$ cat src/core/usbie_defines.svh
// Offsets, field positions and reset values of the interrupt enable block
`ifndef USBIE_DEFINES_SVH
`define USBIE_DEFINES_SVH

// Register byte offsets
`define USBIE_MODE_OFS 8'h0C
`define USBIE_CFG_OFS 8'h10
`define USBIE_MASK_OFS 8'h14
`define USBIE_STAT_OFS 8'h18

// Mask register values and implemented bits
`define USBIE_MASK_RST 32'h0000_0000
`define USBIE_MASK_BRST 32'h0000_0001
`define USBIE_MASK_VALID 32'h03FF_FDFF

// Field positions
`define USBIE_GLB_BIT 0
`define USBIE_CTRL_POL_LSB 0
`define USBIE_DIN_POL_LSB 2
`define USBIE_DOUT_POL_LSB 4
`define USBIE_CFG_RST 6'h00
`define USBIE_SETUP_BIT 8
`define USBIE_COUT_BIT 10
`define USBIE_CIN_BIT 11
`define USBIE_EP_BASE 12
`define USBIE_BRST_BIT 0

// Bus answers
`define USBIE_RESP_OKAY 2'h0
`define USBIE_RESP_SLVERR 2'h2

`endif

$ cat src/core/usbie_pkg.sv
// Types shared by the interrupt enable block
`default_nettype none
package usbie_pkg;
	// Which handshakes raise an endpoint event
	typedef enum logic [1:0] {
		USBIE_POL_ACK_NAK = 2'h0,
		USBIE_POL_ACK_ONLY = 2'h1,
		USBIE_POL_ACK_FIRST_NAK = 2'h2,
		USBIE_POL_RSVD = 2'h3
	} usbie_policy_t;
endpackage
`default_nettype wire

$ cat src/core/usbie_hs_filter.sv
// Handshake filter: turns ACK/NAK pulses into an event per policy
`default_nettype none
module usbie_hs_filter (
	// Clock and reset
	input wire logic i_core_clk,
	input wire logic i_sys_rst,
	// Policy and handshakes
	input wire usbie_pkg::usbie_policy_t i_policy,
	input wire logic i_ack,
	input wire logic i_nak,
	// Filtered event
	output logic o_event
);
	logic nak_armed;
	wire nak_pass;

	// Reserved policy code behaves as ACK only
	assign nak_pass = (i_policy == usbie_pkg::USBIE_POL_ACK_NAK) |
		((i_policy == usbie_pkg::USBIE_POL_ACK_FIRST_NAK) & nak_armed);
	assign o_event = i_ack | (i_nak & nak_pass);

	// An ACK rearms; under the first-NAK policy only the first NAK after it passes
	always_ff @(posedge i_core_clk or posedge i_sys_rst) begin
		if (i_sys_rst) begin
			nak_armed <= 1'h1;
		end else if (i_ack) begin
			nak_armed <= 1'h1;
		end else if (i_nak) begin
			nak_armed <= 1'h0;
		end
	end
endmodule
`default_nettype wire

$ cat src/core/usbie_top.sv
// Interrupt enable mask, sticky status and AXI4-Lite register slave
// Functional notes
// Separate enable per endpoint direction
// Global enable clear suppresses interrupt output
// ACK or NAK handshake raises endpoint event
// Three two-bit policy fields select handshakes
// Data IN events follow IN policy
// Data OUT events follow OUT policy
// Control endpoint events follow control policy
// Bus reset clears mask, sets reset bit
// Mask is 32-bit RW, resets zero
// Endpoints 1-7: RX even, TX odd, 12-25
// Bits 11 IN, 10 OUT, 8 setup
// Bit 7 bus power, bit 6 DMA
// Bits 5 speed, 4 resume, 3 suspend
// Bits 2 pseudo frame, 1 frame, 0 reset
// Reserved bits ignore writes, read zero
// Output high while enabled source pending
`include "usbie_defines.svh"
`default_nettype none
module usbie_top (
	// Clock and reset
	input wire logic i_core_clk,
	input wire logic i_sys_rst,
	// AXI4-Lite write address and data
	input wire logic i_awvalid,
	output logic o_awready,
	input wire logic [7:0] i_awaddr,
	input wire logic i_wvalid,
	output logic o_wready,
	input wire logic [31:0] i_wdata,
	input wire logic [3:0] i_wstrb,
	// AXI4-Lite write response
	output logic o_bvalid,
	input wire logic i_bready,
	output logic [1:0] o_bresp,
	// AXI4-Lite read
	input wire logic i_arvalid,
	output logic o_arready,
	input wire logic [7:0] i_araddr,
	output logic o_rvalid,
	input wire logic i_rready,
	output logic [31:0] o_rdata,
	output logic [1:0] o_rresp,
	// Handshake pulses from the serial interface engine, index 0 = control
	input wire logic [7:0] i_rx_ack,
	input wire logic [7:0] i_rx_nak,
	input wire logic [7:0] i_tx_ack,
	input wire logic [7:0] i_tx_nak,
	input wire logic i_setup_rcvd,
	// Bus event pulses in mask layout, bit 0 = bus reset
	input wire logic [7:0] i_bus_events,
	// Interrupt request
	output logic o_irq
);
	logic glb_en;
	logic [5:0] cfg;
	logic [31:0] enable;
	logic [31:0] status;
	logic aw_full;
	logic [7:0] aw_addr;
	logic w_full;
	logic [31:0] w_data;
	logic [3:0] w_strb;
	wire [31:0] ev;
	wire [7:0] ev_rx;
	wire [7:0] ev_tx;
	wire ev_setup;

	// Policy fields of the configuration register
	wire usbie_pkg::usbie_policy_t ctrl_pol;
	wire usbie_pkg::usbie_policy_t din_pol;
	wire usbie_pkg::usbie_policy_t dout_pol;
	assign ctrl_pol = usbie_pkg::usbie_policy_t'(
		cfg[`USBIE_CTRL_POL_LSB +: 2]);
	assign din_pol = usbie_pkg::usbie_policy_t'(cfg[`USBIE_DIN_POL_LSB +: 2]);
	assign dout_pol = usbie_pkg::usbie_policy_t'(
		cfg[`USBIE_DOUT_POL_LSB +: 2]);

	// One filter per endpoint direction; endpoint 0 uses the control field
	generate
		for (genvar i = 0; i < 8; i++) begin : g_ep
			usbie_hs_filter u_rx (
				.i_core_clk(i_core_clk),
				.i_sys_rst(i_sys_rst),
				.i_policy((i == 0) ? ctrl_pol : dout_pol),
				.i_ack(i_rx_ack[i]),
				.i_nak(i_rx_nak[i]),
				.o_event(ev_rx[i])
			);
			usbie_hs_filter u_tx (
				.i_core_clk(i_core_clk),
				.i_sys_rst(i_sys_rst),
				.i_policy((i == 0) ? ctrl_pol : din_pol),
				.i_ack(i_tx_ack[i]),
				.i_nak(i_tx_nak[i]),
				.o_event(ev_tx[i])
			);
			if (i > 0) begin : g_data
				assign ev[`USBIE_EP_BASE + 2 * (i - 1)] = ev_rx[i];
				assign ev[`USBIE_EP_BASE + 2 * (i - 1) + 1] = ev_tx[i];
			end
		end
	endgenerate

	// SETUP is always acknowledged, still routed through the control field
	usbie_hs_filter u_setup (
		.i_core_clk(i_core_clk),
		.i_sys_rst(i_sys_rst),
		.i_policy(ctrl_pol),
		.i_ack(i_setup_rcvd),
		.i_nak(1'h0),
		.o_event(ev_setup)
	);

	// Event vector in mask layout; reserved positions never set
	assign ev[31:26] = 6'h00;
	assign ev[`USBIE_CIN_BIT] = ev_tx[0];
	assign ev[`USBIE_COUT_BIT] = ev_rx[0];
	assign ev[9] = 1'h0;
	assign ev[`USBIE_SETUP_BIT] = ev_setup;
	assign ev[7:0] = i_bus_events;

	// Write path: address and data may arrive in either order
	wire aw_take = i_awvalid & o_awready;
	wire w_take = i_wvalid & o_wready;
	wire aw_have = aw_full | aw_take;
	wire w_have = w_full | w_take;
	wire do_write = aw_have & w_have & ~o_bvalid;
	wire [7:0] wr_addr = aw_full ? aw_addr : i_awaddr;
	wire [31:0] wr_data = w_full ? w_data : i_wdata;
	wire [3:0] wr_strb = w_full ? w_strb : i_wstrb;
	wire [7:0] wr_ofs = {wr_addr[7:2], 2'h0};
	wire [31:0] byte_mask = {{8{wr_strb[3]}}, {8{wr_strb[2]}},
		{8{wr_strb[1]}}, {8{wr_strb[0]}}};
	wire wr_mode = do_write & (wr_ofs == `USBIE_MODE_OFS);
	wire wr_cfg = do_write & (wr_ofs == `USBIE_CFG_OFS);
	wire wr_mask = do_write & (wr_ofs == `USBIE_MASK_OFS);
	wire wr_stat = do_write & (wr_ofs == `USBIE_STAT_OFS);
	wire wr_hit = wr_mode | wr_cfg | wr_mask | wr_stat;
	wire next_aw_full = aw_have & ~do_write;
	wire next_w_full = w_have & ~do_write;
	wire next_bvalid = do_write | (o_bvalid & ~i_bready);

	// Register next values
	wire bus_rst = i_bus_events[`USBIE_BRST_BIT];
	wire [31:0] merged_mask = (enable & ~byte_mask) | (wr_data & byte_mask);
	wire [31:0] next_enable = bus_rst ? `USBIE_MASK_BRST :
		wr_mask ? (merged_mask & `USBIE_MASK_VALID) : enable;
	wire [31:0] stat_clr = wr_stat ? (wr_data & byte_mask) : 32'h0000_0000;
	// New event beats a simultaneous write-one-to-clear
	wire [31:0] next_status = ((status & ~stat_clr) | ev) & `USBIE_MASK_VALID;
	wire next_glb_en = (wr_mode & wr_strb[0]) ?
		wr_data[`USBIE_GLB_BIT] : glb_en;
	wire [5:0] next_cfg = (wr_cfg & wr_strb[0]) ? wr_data[5:0] : cfg;
	wire pending = |(status & enable);
	wire next_irq = glb_en & pending;

	// Read path: one read outstanding, data latched at address accept
	wire ar_take = i_arvalid & o_arready;
	wire [7:0] rd_ofs = {i_araddr[7:2], 2'h0};
	wire rd_mode = (rd_ofs == `USBIE_MODE_OFS);
	wire rd_cfg = (rd_ofs == `USBIE_CFG_OFS);
	wire rd_mask = (rd_ofs == `USBIE_MASK_OFS);
	wire rd_stat = (rd_ofs == `USBIE_STAT_OFS);
	wire rd_hit = rd_mode | rd_cfg | rd_mask | rd_stat;
	wire [31:0] rd_val = rd_mode ? {31'h0000_0000, glb_en} :
		rd_cfg ? {26'h000_0000, cfg} :
		rd_mask ? enable :
		rd_stat ? status : 32'h0000_0000;
	wire next_rvalid = ar_take | (o_rvalid & ~i_rready);

	// Control and mask registers
	always_ff @(posedge i_core_clk or posedge i_sys_rst) begin
		if (i_sys_rst) begin
			glb_en <= 1'h0;
			cfg <= `USBIE_CFG_RST;
			enable <= `USBIE_MASK_RST;
			status <= 32'h0000_0000;
			o_irq <= 1'h0;
		end else begin
			glb_en <= next_glb_en;
			cfg <= next_cfg;
			enable <= next_enable;
			status <= next_status;
			o_irq <= next_irq;
		end
	end

	// Write channel holding registers
	always_ff @(posedge i_core_clk or posedge i_sys_rst) begin
		if (i_sys_rst) begin
			aw_full <= 1'h0;
			w_full <= 1'h0;
			o_awready <= 1'h0;
			o_wready <= 1'h0;
			o_bvalid <= 1'h0;
		end else begin
			aw_full <= next_aw_full;
			w_full <= next_w_full;
			o_awready <= ~next_aw_full & ~next_bvalid;
			o_wready <= ~next_w_full & ~next_bvalid;
			o_bvalid <= next_bvalid;
		end
	end

	// Payload captures, no reset needed beyond a defined answer
	always_ff @(posedge i_core_clk or posedge i_sys_rst) begin
		if (i_sys_rst) begin
			aw_addr <= 8'h00;
			w_data <= 32'h0000_0000;
			w_strb <= 4'h0;
			o_bresp <= `USBIE_RESP_OKAY;
		end else begin
			if (aw_take) begin
				aw_addr <= i_awaddr;
			end
			if (w_take) begin
				w_data <= i_wdata;
				w_strb <= i_wstrb;
			end
			if (do_write) begin
				o_bresp <= wr_hit ? `USBIE_RESP_OKAY : `USBIE_RESP_SLVERR;
			end
		end
	end

	// Read channel
	always_ff @(posedge i_core_clk or posedge i_sys_rst) begin
		if (i_sys_rst) begin
			o_arready <= 1'h0;
			o_rvalid <= 1'h0;
			o_rdata <= 32'h0000_0000;
			o_rresp <= `USBIE_RESP_OKAY;
		end else begin
			o_arready <= ~next_rvalid;
			o_rvalid <= next_rvalid;
			if (ar_take) begin
				o_rdata <= rd_val;
				o_rresp <= rd_hit ? `USBIE_RESP_OKAY : `USBIE_RESP_SLVERR;
			end
		end
	end
endmodule
`default_nettype wire

$ cat config.mk
export PLATFORM = sky130hd
export DESIGN_NAME = usbie_top
export DESIGN_NICKNAME = d
export VERILOG_FILES = /design/src/core/usbie_pkg.sv /design/src/core/usbie_hs_filter.sv /design/src/core/usbie_top.sv
export VERILOG_INCLUDE_DIRS = /design/src /design/src/core
export SDC_FILE = /design/constraint.sdc
export NUM_CORES = 1
export LEC_CHECK = 0
export ABC_AREA = 1
export BUFFER_PORTS_ARGS = -buffer_cell sky130_fd_sc_hd__buf_2
export CORE_MARGIN = 10
export CORE_UTILIZATION = 50
export DETAILED_ROUTE_END_ITERATION = 10
export GPL_TIMING_DRIVEN = 0
export PLACE_DENSITY = 0.74
export SETUP_SLACK_MARGIN = 0.05
export SLEW_MARGIN = 40
export SYNTH_ARGS = -nofsm -noshare
export SYNTH_HDL_FRONTEND = slang
export SYNTH_SLANG_ARGS = --single-unit
$ cat constraint.sdc
create_clock -name i_core_clk -period 4.39 [get_ports i_core_clk]
set_clock_uncertainty 0.05 [all_clocks]
set_input_delay 0.439 -clock i_core_clk [delete_from_list [all_inputs] [get_ports i_core_clk]]
set_output_delay 0.439 -clock i_core_clk [all_outputs]
set_load 0.01 [all_outputs]
## Word level (Yosys, flattened, before mapping)

Cells that the tools add are included.

| operators by class | value |
|---|---|
| equal/unequal tests | 11 |
| mux-type cells | 44 |
| bitwise logic cells | 108 |
| reduce and logical (&&, ||, !) cells | 21 |

Operator list:

| operator | number |
|---|---|
| $mux W32 | 5 |
| $and A26 B26 Y26 | 3 |
| $mux W26 | 3 |
| $not A26 Y26 | 2 |
| $or A26 B26 Y26 | 2 |
| $and A1 B1 Y1 | 50 |
| $or A1 B1 Y1 | 42 |
| $eq A6 B3 Y1 const B | 6 |
| $reduce_bool A2 Y1 | 17 |
| $and A26 B32 Y32 | 1 |
| $mux W1 | 32 |
| $reduce_or A32 Y1 | 1 |
| $eq A6 B2 Y1 const B | 2 |
| $mux W8 | 1 |
| $not A1 Y1 | 8 |
| $eq A2 B2 Y1 const B | 3 |
| $logic_not A2 Y1 | 3 |
| $mux W2 | 2 |
| $mux W4 | 1 |

| storage, ports and cells | value |
|---|---|
| bits in registers | 162 |
| input port bits | 100 |
| output and inout bits | 42 |
| word-level logic and storage cells | 218 |

## Logic depth before layout (Yosys ltp)

Gate-level depths: netlist of run 1.

| depth | value |
|---|---|
| word-level depth | 9 |
| depth in mapped cells | 12 |
| gate-level depth less buffers | 11 |

## By module

From an unflattened synthesis of run 1, not the netlist that was laid out.

| unflattened totals | value |
|---|---|
| cell total of the unflattened synthesis | 997 |
| area, all modules | 7422.1 um^2 |

Modules (own cells, without submodules):

| module | times used | cells an instance | area an instance (um^2) | seq. area each (um^2) |
|---|---|---|---|---|
| usbie_top | 1 | 827 | 6337.3 | 3178.0 |
| usbie_hs_filter | 17 | 10 | 63.8 | 26.3 |

## Least setup slack after synthesis of run 1

Ideal clock, no wire load.

| timing | value |
|---|---|
| path kind | input-to-reg |
| from | input i_awvalid |
| to | register enable[1] |
| library setup time | 0.118 ns |
| arrival time | 1.407 ns |
| data required time | 4.222 ns |
| setup slack | 2.815 ns |
| stages on the path | 10 |
| buffers on the path | 1 |
| cell sequence | nand2_1 nand2_2 nand3_4 nor2_2 nand2_4 nand2_8 inv_4 buf_6 nand2_1 nand2_1 |

| on the way | value |
|---|---|
| cells in the longest elaborated chain, start to end | 6 |

RTL lines:

| item | RTL line | text |
|---|---|---|
| start, declared | usbie_top.sv:26 | `input wire logic i_awvalid,` |
| $and A1 B1 Y1 | usbie_top.sv:125 | `wire aw_take = i_awvalid & o_awready;` |
| $or A1 B1 Y1 | usbie_top.sv:127 | `wire aw_have = aw_full \| aw_take;` |
| $and A1 B1 Y1 (2 in series) | usbie_top.sv:129 | `wire do_write = aw_have & w_have & ~o_bvalid;` |
| $and A1 B1 Y1 | usbie_top.sv:138 | `` wire wr_mask = do_write & (wr_ofs == `USBIE_MASK_OFS); `` |
| $reduce_bool A2 Y1 (no line) | n/a |  |
| end signal, assigned | usbie_top.sv:178 | `` enable <= `USBIE_MASK_RST; `` |
| end signal, assigned | usbie_top.sv:184 | `enable <= next_enable;` |
| end, declared | usbie_top.sv:58 | `logic [31:0] enable;` |

Every way passes these cells.
A chain may end at the register's enable or synchronous reset.

## Worst setup path in the final report of run 1

| timing | value |
|---|---|
| from | register w_full |
| to | register status[25] |

| on the way | value |
|---|---|
| cells in the longest elaborated chain, start to end | 8 |
| elaborated cells on any way between the ends | 11 |
| those cells by class | 3 x mux; 8 x bitwise |

RTL lines:

| item | RTL line | text |
|---|---|---|
| start, declared | usbie_top.sv:62 | `logic w_full;` |
| start signal, assigned | usbie_top.sv:200 | `w_full <= next_w_full;` |
| $or A1 B1 Y1 | usbie_top.sv:128 | `wire w_have = w_full \| w_take;` |
| $and A1 B1 Y1 (2 in series) | usbie_top.sv:129 |  |
| $and A1 B1 Y1 | usbie_top.sv:139 | `` wire wr_stat = do_write & (wr_ofs == `USBIE_STAT_OFS); `` |
| $mux W26 * | usbie_top.sv:150 | `wire [31:0] stat_clr = wr_stat ? (wr_data & byte_mask) : 32'h0000_0000;` |
| $not A26 Y26 * | usbie_top.sv:152 | `` wire [31:0] next_status = ((status & ~stat_clr) \| ev) & `USBIE_MASK_VALID; `` |
| $and A26 B26 Y26 * | usbie_top.sv:152 |  |
| $or A26 B26 Y26 * | usbie_top.sv:152 |  |
| via next_status[25] | usbie_top.sv:152 |  |
| end signal, assigned | usbie_top.sv:185 | `status <= next_status;` |
| end, declared | usbie_top.sv:59 | `logic [31:0] status;` |

The timed path passes the listed nets; every way through them passes the cells marked *.

==> results.py, run 1 <==
metrics = {
    "critical_path": {
        "start_kind": "register",
        "end_kind": "register",
        "worst_ep_required_time_ns": 4.64,
        "crit_type": "register to register",
        "rr_worst_depth": 6,
        "r2r-start": "w_full$_DFF_PP0_",
        "path_max_fanout": 10,
        "startpoint": "w_full$_DFF_PP0_",
        "critPathArrivalTime_ns": 2.36,
        "reg2reg_to": "status[25]$_DFF_PP0_",
        "r2r_setup_slack_ns": 2.27,
    },
    "routing": {
        "vias": 6304,
        "firstDrtPassIters": 7,
        "wl_um": 19100,
        "viasPerCell": 5.17,
        "postRouteAntennaNets": 0,
        "dr.first_iter.drc_count": 596,
        "drc": 0,
        "wl_per_cell_um": 15.7,
    },
    "place": {
        "gp_congestion": 0.881,
        "dp.cells": 1186,
        "pre_cts_slack_ns": 2.35,
        "port_buffers": 121,
        "dp_hpwl_um": 14300,
    },
    "cts": {
        "clk_pin_slew_ns": 0.06,
        "cts_setup_buffers": 0,
        "clk-insertion-delay-late_ns": 0.42,
        "ctsRootBufferMaster": "clkbuf_16",
        "tritoncts": "yes",
        "cts.sinks": 143,
        "h-tree-depth": 4,
        "cts.path.max_buffers": 2,
        "cts_buffers": 17,
    },
    "timing": {
        "maxSlewHeadroom": 0.492,
        "drv_slew": 0,
        "setup_ws_ns": 2.27,
        "worstMarginPinSlew_ns": 0.754,
        "rsz0062_at_grt": "false",
        "fmax_mhz": 472,
        "setup_tns_ns": 0,
        "fin_crit_ns": 2.12,
        "hold_viol_final": 0,
        "setup_violations": 0,
        "period_share": 0.483,
    },
    "logic_synthesis": {
        "async_flop_share": 1.00,
        "syn_avg_cell_area_um2": 7.96,
        "ys_types": 31,
        "synth_seq_cells": 143,
        "netlist_instances": 875,
        "ys.flop_type": "dfrtp_1",
        "yosys_warnings": 0,
        "syn_area_mm2": 0.00696,
        "ys_seq_area_frac": 0.517,
        "synth_edf_count": 0,
    },
    "hold_path": {
        "hold_start": "i_rx_nak[6]",
        "hold_class": "primary input to register",
        "worstHoldPathCells": 2,
        "min_to": "g_ep[6].u_rx.nak_armed$_DFFE_PP1P_",
    },
    "run": {
        "maxCapViolations": 0,
    },
    "grt": {
        "antenna_found_initial": 2,
        "grt_max_degree": 55,
        "grt_pass1_wl_um": 31700,
        "track_usage": 0.200,
        "overflow": 0,
        "grt_pass1_vias": 6227,
    },
    "cells_and_area": {
        "utilization": 0.623,
        "fill_cells": 1267,
        "final_cells": 1220,
        "area_growth_pct": 23.3,
        "nNetsFinal": 1126,
        "drive_gt1_frac": 0.207,
    },
    "floorplanning": {
        "start_util": 0.506,
        "coreArea_mm2": 0.0138,
        "io-pin-count": 142,
        "die_area_mm2": 0.0190,
        "placementRows": 43,
        "die_x_um": 138,
        "die_h_um": 138,
    },
    "outcome": {
        "outcome": "finished, final reports clean",
    },
    "power": {
        "finalPower_uw": 4640,
        "power.density_mw_per_mm2": 541,
        "leakage_uw": 0.00457,
        "peakVddDrop_v": 0.000399,
    },
}
[metal layers]
metal / routed length [um] / track usage / up-vias / part of all wire
li1: - / - / 3082 / -
met1: 8870 / 0.269 / 2968 / 0.46
met2: 8640 / 0.306 / 230 / 0.45
met3: 1370 / 0.0507 / 22 / 0.072
met4: 247 / 0.0644 / 2 / 0.013
met5: 13 / 0 / - / 0.00068
[cell families (layout without fill, tap and decap cells)]
| kind of cell | Yosys count | after routing | share of synthesized area |
|---|---|---|---|
| AOI/OAI and AO/OA | 216 | 216 | 0.171 |
| buffers and inverters | 184 | 340 | 0.115 |
| DFF | 143 | 143 | 0.517 |
| other | 1 | 10 | 0.000539 |
| and+or+nand+nor | 331 | 331 | 0.196 |
[per-stage QoR]
| step | area [um2] | hold WS, ns |
|---|---|---|
| 2_1_floorplan | 6990 | 0.396 |
| 3_3_place_gp | 7820 | 0.400 |
| 3_5_place_dp | 7890 | 0.395 |
| 4_1_cts | 8580 | 0.126 |
| 5_1_grt | 8580 | 0.142 |
| 6_report | 8580 | 0.132 |
[synthesized netlist by cell type, types with 5 or more instances]
| cell | count | share of area |
|---|---|---|
| a21oi_1 | 7 | 0.0050 |
| buf_2 | 5 | 0.0036 |
| buf_4 | 11 | 0.012 |
| buf_6 | 8 | 0.013 |
| clkbuf_1 | 15 | 0.0081 |
| dfrtp_1 | 127 | 0.46 |
| dfstp_2 | 16 | 0.060 |
| inv_1 | 135 | 0.073 |
| nand2_1 | 247 | 0.13 |
| nand2_2 | 5 | 0.0045 |
| nand3_1 | 36 | 0.026 |
| nor2_1 | 31 | 0.017 |
| o211ai_1 | 25 | 0.027 |
| o21ai_0 | 140 | 0.10 |
| o21ai_1 | 16 | 0.012 |
| o21bai_1 | 7 | 0.0075 |
| o22ai_1 | 19 | 0.017 |
[area by class of cell]
class | count | area [um2] | share of cell area
antenna | 1 | 2.50 | 0.000292
buffer | 41 | 262 | 0.0305
sequential | 143 | 3600 | 0.419
tap | 180 | 225 | 0.0262
clock buffer | 23 | 508 | 0.0592
clock inverter | 9 | 176 | 0.0206
timing repair buffer | 124 | 671 | 0.0781
inverter | 143 | 547 | 0.0637
multi-input combinational | 556 | 2590 | 0.302
[worst max-delay path by stage]
stage / end / slack, ns / cells past startpoint
2_1_floorplan: aw_addr[2]$_DFFE_PP0P_ / 0.09 / 1
3_3_place_gp: aw_addr[7]$_DFFE_PP0P_ / -1.53 / 2
3_5_place_dp: status[25]$_DFF_PP0_ / 2.35 / 6
4_1_cts: status[25]$_DFF_PP0_ / 2.34 / 6
5_1_grt: status[25]$_DFF_PP0_ / 2.17 / 6
6_report: status[25]$_DFF_PP0_ / 2.27 / 6
[critical path: stages (launching register included)]
cell and delay (ns):
dfrtp_1 0.38, buf_6 0.14, buf_6 0.14, o21ai_0 0.61
o211ai_1 0.33, o21ai_0 0.24, nand3_1 0.10
[cells in the final DEF, fill, tap and decap left out, types with 11 or more instances in the layout]
| cell | instances |
|---|---|
| buf_2 | 126 |
| buf_4 | 11 |
| clkbuf_1 | 15 |
| clkbuf_16 | 17 |
| dfrtp_1 | 127 |
| dfstp_2 | 16 |
| inv_1 | 134 |
| nand2_1 | 247 |
| nand3_1 | 36 |
| nor2_1 | 31 |
| o211ai_1 | 25 |
| o21ai_0 | 140 |
| o21ai_1 | 16 |
| o22ai_1 | 19 |
[power breakdown]
part | internal, uW | switching [uW]
registers | 1590 | 137
clock network | 1100 | 555
logic | 406 | 858
[registers in the layout (all words and copies together) (netlist names), 4 cells and up]
name                 count
o_rdata                 25
enable                  25
status                  25
w_data                  25
g_ep.u_rx.nak_armed      8
w_strb                   4
aw_addr                  6
g_ep.u_tx.nak_armed      8
cfg                      6
[repair_timing]
action                                 in CTS  in global routing
resized for setup                           0                  0
endpoints found under the hold margin      28                  0
hold buffers                                1                  0
Power figures use the tool's default switching activity.
==> run 2: changes to the inputs <==
--- a/config.mk
+++ b/config.mk
@@ -6,13 +6,13 @@
 export SDC_FILE = /design/constraint.sdc
 export NUM_CORES = 1
 export LEC_CHECK = 0
-export ABC_AREA = 1
+export ABC_AREA = 0
 export BUFFER_PORTS_ARGS = -buffer_cell sky130_fd_sc_hd__buf_2
 export CORE_MARGIN = 10
-export CORE_UTILIZATION = 50
+export CORE_UTILIZATION = 55
 export DETAILED_ROUTE_END_ITERATION = 10
 export GPL_TIMING_DRIVEN = 0
-export PLACE_DENSITY = 0.74
+export PLACE_DENSITY = 0.77
 export SETUP_SLACK_MARGIN = 0.05
 export SLEW_MARGIN = 40
 export SYNTH_ARGS = -nofsm -noshare
==> constraint.sdc (replaced) <==
create_clock -name i_core_clk -period 2.1 [get_ports i_core_clk]
set_clock_uncertainty 0.05 [all_clocks]
set_input_delay 0.21 -clock i_core_clk [delete_from_list [all_inputs] [get_ports i_core_clk]]
set_output_delay 0.21 -clock i_core_clk [all_outputs]
set_load 0.01 [all_outputs]
==> run 2 against run 1 <==
Against the previous run:
- critical endpoint is now status[23]$_DFF_PP0_
- setup slack lost 2.5 ns
- fmax shrank 9.0%
- final cell count shrank 15%
- highest routed layer is now met4
- the flow now finishes with violations (setup timing)
- final area grew 12%
- hold slack lost 0.12 ns
==> results.py, run 2 <==
metrics = {
    "power": {
        "leakage_uw": 0.00430,
        "p_int_uw": 6590,
        "p_comb_frac": 0.319,
        "peakVddDrop_v": 0.00106,
        "seqPwrFrac": 0.369,
        "swShare": 0.332,
        "switchingPower_uw": 3280,
        "power.density_mw_per_mm2": 1030,
        "pwr-share-clk": 0.312,
    },
    "routing": {
        "wl_met3_um": 1820,
        "postRouteAntennaNets": 0,
        "routed.top_layer": "met4",
        "wl_per_cell_um": 21.2,
        "vias": 6120,
        "met2WireLength_um": 10100,
        "drc": 0,
        "wl_um": 21800,
        "firstDrtPassIters": 5,
        "wl_met1_um": 9040,
        "dr.first_iter.drc_count": 650,
        "viasPerCell": 5.93,
    },
    "critical_path": {
        "crit_type": "register to register",
        "worst_ep_required_time_ns": 2.36,
        "critPathTopFamily": "compound AO/OA/AOI/OAI gates",
        "critPathArrivalTime_ns": 2.59,
        "crit_path_cell_trace": "buf_6 > or3b_4 > a222oi_1 > buf_4 > buf_6 > nand3_1 > a211o_1",
        "path_max_fanout": 10,
        "slowest_stage": "a222oi_1",
        "worst_path_most_repeated_cell": "buf_6",
        "cpPeakStageDelay_ns": 0.43,
        "r2r_setup_slack_ns": -0.23,
        "end_kind": "register",
        "path_buf_inv": 3,
        "start_kind": "register",
    },
    "floorplanning": {
        "start_util": 0.557,
        "io-pin-count": 142,
        "placementRows": 41,
        "die_x_um": 133,
        "coreArea_mm2": 0.0126,
        "die_area_mm2": 0.0176,
        "die_h_um": 133,
    },
    "cts": {
        "cts_buffers": 17,
        "clk-insertion-delay-late_ns": 0.43,
        "ctsRootBufferMaster": "clkbuf_16",
        "h-tree-depth": 4,
        "tritoncts": "yes",
        "cts.path.max_buffers": 2,
        "clk_pin_slew_ns": 0.06,
        "cts.sinks": 143,
    },
    "logic_synthesis": {
        "async_flop_share": 1.00,
        "synthTopCellsByArea": "dfrtp_1 (45%), mux2_2 (7.4%), mux2i_1 (6.1%), dfstp_2 (6.0%), a211oi_1 (3.9%)",
        "synth_edf_count": 0,
        "synth.most_common_cell": "dfrtp_1",
        "synth_seq_cells": 143,
        "synth_area_leader_cell": "dfrtp_1",
        "yosys-top-cells-count": "dfrtp_1 (127), mux2_2 (46), mux2i_1 (43)",
        "ys.flop_type": "dfrtp_1",
        "syn_area_mm2": 0.00700,
        "yosys_warnings": 0,
        "synth_top_area_frac": 0.454,
        "ys_types": 59,
        "ys_seq_area_frac": 0.514,
        "netlist_instances": 624,
        "syn_avg_cell_area_um2": 11.2,
    },
    "grt": {
        "grt_pass1_vias": 6425,
        "grt_max_degree": 28,
        "grt_pass1_wl_um": 34500,
        "antenna_found_initial": 0,
        "track_usage": 0.243,
        "overflow": 0,
    },
    "cells_and_area": {
        "nNetsFinal": 948,
        "layout_common_cells": "dfrtp_1 (127), buf_2 (125), dlygate4sd3_1 (56)",
        "area_growth_pct": 36.7,
        "final_cells": 1032,
        "utilization": 0.762,
        "mostFrequentLayoutCell": "dfrtp_1",
        "num_antenna_cells": 0,
        "drive_gt1_frac": 0.364,
    },
    "timing": {
        "setup_violations": 54,
        "maxSlewHeadroom": 0.562,
        "worstMarginPinSlew_ns": 0.639,
        "drv_slew": 0,
        "period_share": 1.11,
        "fmax_mhz": 429,
        "hold_viol_final": 0,
        "fin_crit_ns": 2.33,
        "rsz0062_at_grt": "true",
        "setup_ws_ns": -0.229,
    },
    "place": {
        "dp_hpwl_um": 14900,
        "dp.cells": 929,
        "gp_congestion": 0.919,
        "port_buffers": 119,
    },
    "outcome": {
        "violations": "setup timing",
        "outcome": "finished, violations left",
    },
    "hold_path": {
        "hold_class": "primary input to register",
    },
    "run": {
        "maxCapViolations": 0,
    },
}
## run 2: cell count changes after synthesis, sizes merged, moves of 18 or more
cell and change:
a211oi +38, mux2i +44, mux2 +52, nand2 -223
o21ai -136, o22ai -18, a21o +25, inv -102
o211ai -25
## run 2: layer usage
metal,GRT usage,vias up
met5,0,-
met4,0.108,0
met3,0.0617,79
met2,0.377,341
met1,0.313,2975
li1,-,2725
## run 2: path summary, 6_finish.rpt
path | start | endpoint | cells past startpoint
setup reg to reg | aw_full$_DFF_PP0_ | status[23]$_DFF_PP0_ | 7
max in group asynchronous | i_sys_rst | g_ep[4].u_tx.nak_armed$_DFFE_PP1P_ | 6
hold / removal | i_wdata[21] | w_data[21]$_DFFE_PP0P_ | 2
hold reg to reg | o_rdata[20]$_DFFE_PP0P_ | o_rdata[20]$_DFFE_PP0P_ | 2
setup / recovery | aw_full$_DFF_PP0_ | status[23]$_DFF_PP0_ | 7
min in group asynchronous | i_sys_rst | aw_addr[2]$_DFFE_PP0P_ | 3
## run 2: metrics by stage
stage	hold slack, ns	total power [uW]	worst slack, ns	setup TNS, ns	area, um2
finish	0.00862	9870	-0.229	-6.03	9570
CTS	0.000343	9610	-0.164	-3.01	9450
detailed placement	0.216	6160	-0.310	-8.54	8000
floorplan	0.252	5350	0.0499	0	7040
global placement	0.347	5990	-0.709	-96.73	7850
global route	0.0213	10300	-0.276	-9.08	9570
## run 2: power by group through the flow
stage | Combinational (uW) | Sequential, uW | Clock, uW
finish | 3150 | 3650 | 3080
global route | 3340 | 3700 | 3210
CTS | 2910 | 3610 | 3080
detailed placement | 2540 | 3620 | 0
global placement | 2420 | 3570 | 0
floorplan | 1790 | 3560 | 0
## run 2: what timing repair did
action | in CTS | in global routing
pin swaps | 15 | 19
gates cloned | 1 | 1
resized for setup | 44 | 23
hold buffers | 56 | 0
setup buffers | 15 | 1
endpoints found under the hold margin | 88 | 0
setup endpoints to repair | 55 | 68
## run 2: cell type report
class | instances | area, um2
buffer | 48 | 337
multi-input combinational | 402 | 3210
inverter | 37 | 143
timing repair buffer | 199 | 1480
fill | 765 | 3000
sequential | 143 | 3600
clock buffer | 20 | 457
tap | 172 | 215
clock inverter | 11 | 140
## run 2: cells by family (layout without fill, tap and decap cells)
kind of cell / Yosys count / count (layout) / synth area share
multiplexers: 96 / 96 / 0.147
AO/OA/AOI/OAI: 159 / 159 / 0.168
other: 1 / 9 / 0.000535
flip-flops: 143 / 143 / 0.514
buffers and inverters: 87 / 315 / 0.0607
AND/OR/NAND/NOR: 136 / 136 / 0.107
XOR/XNOR: 2 / 2 / 0.00250
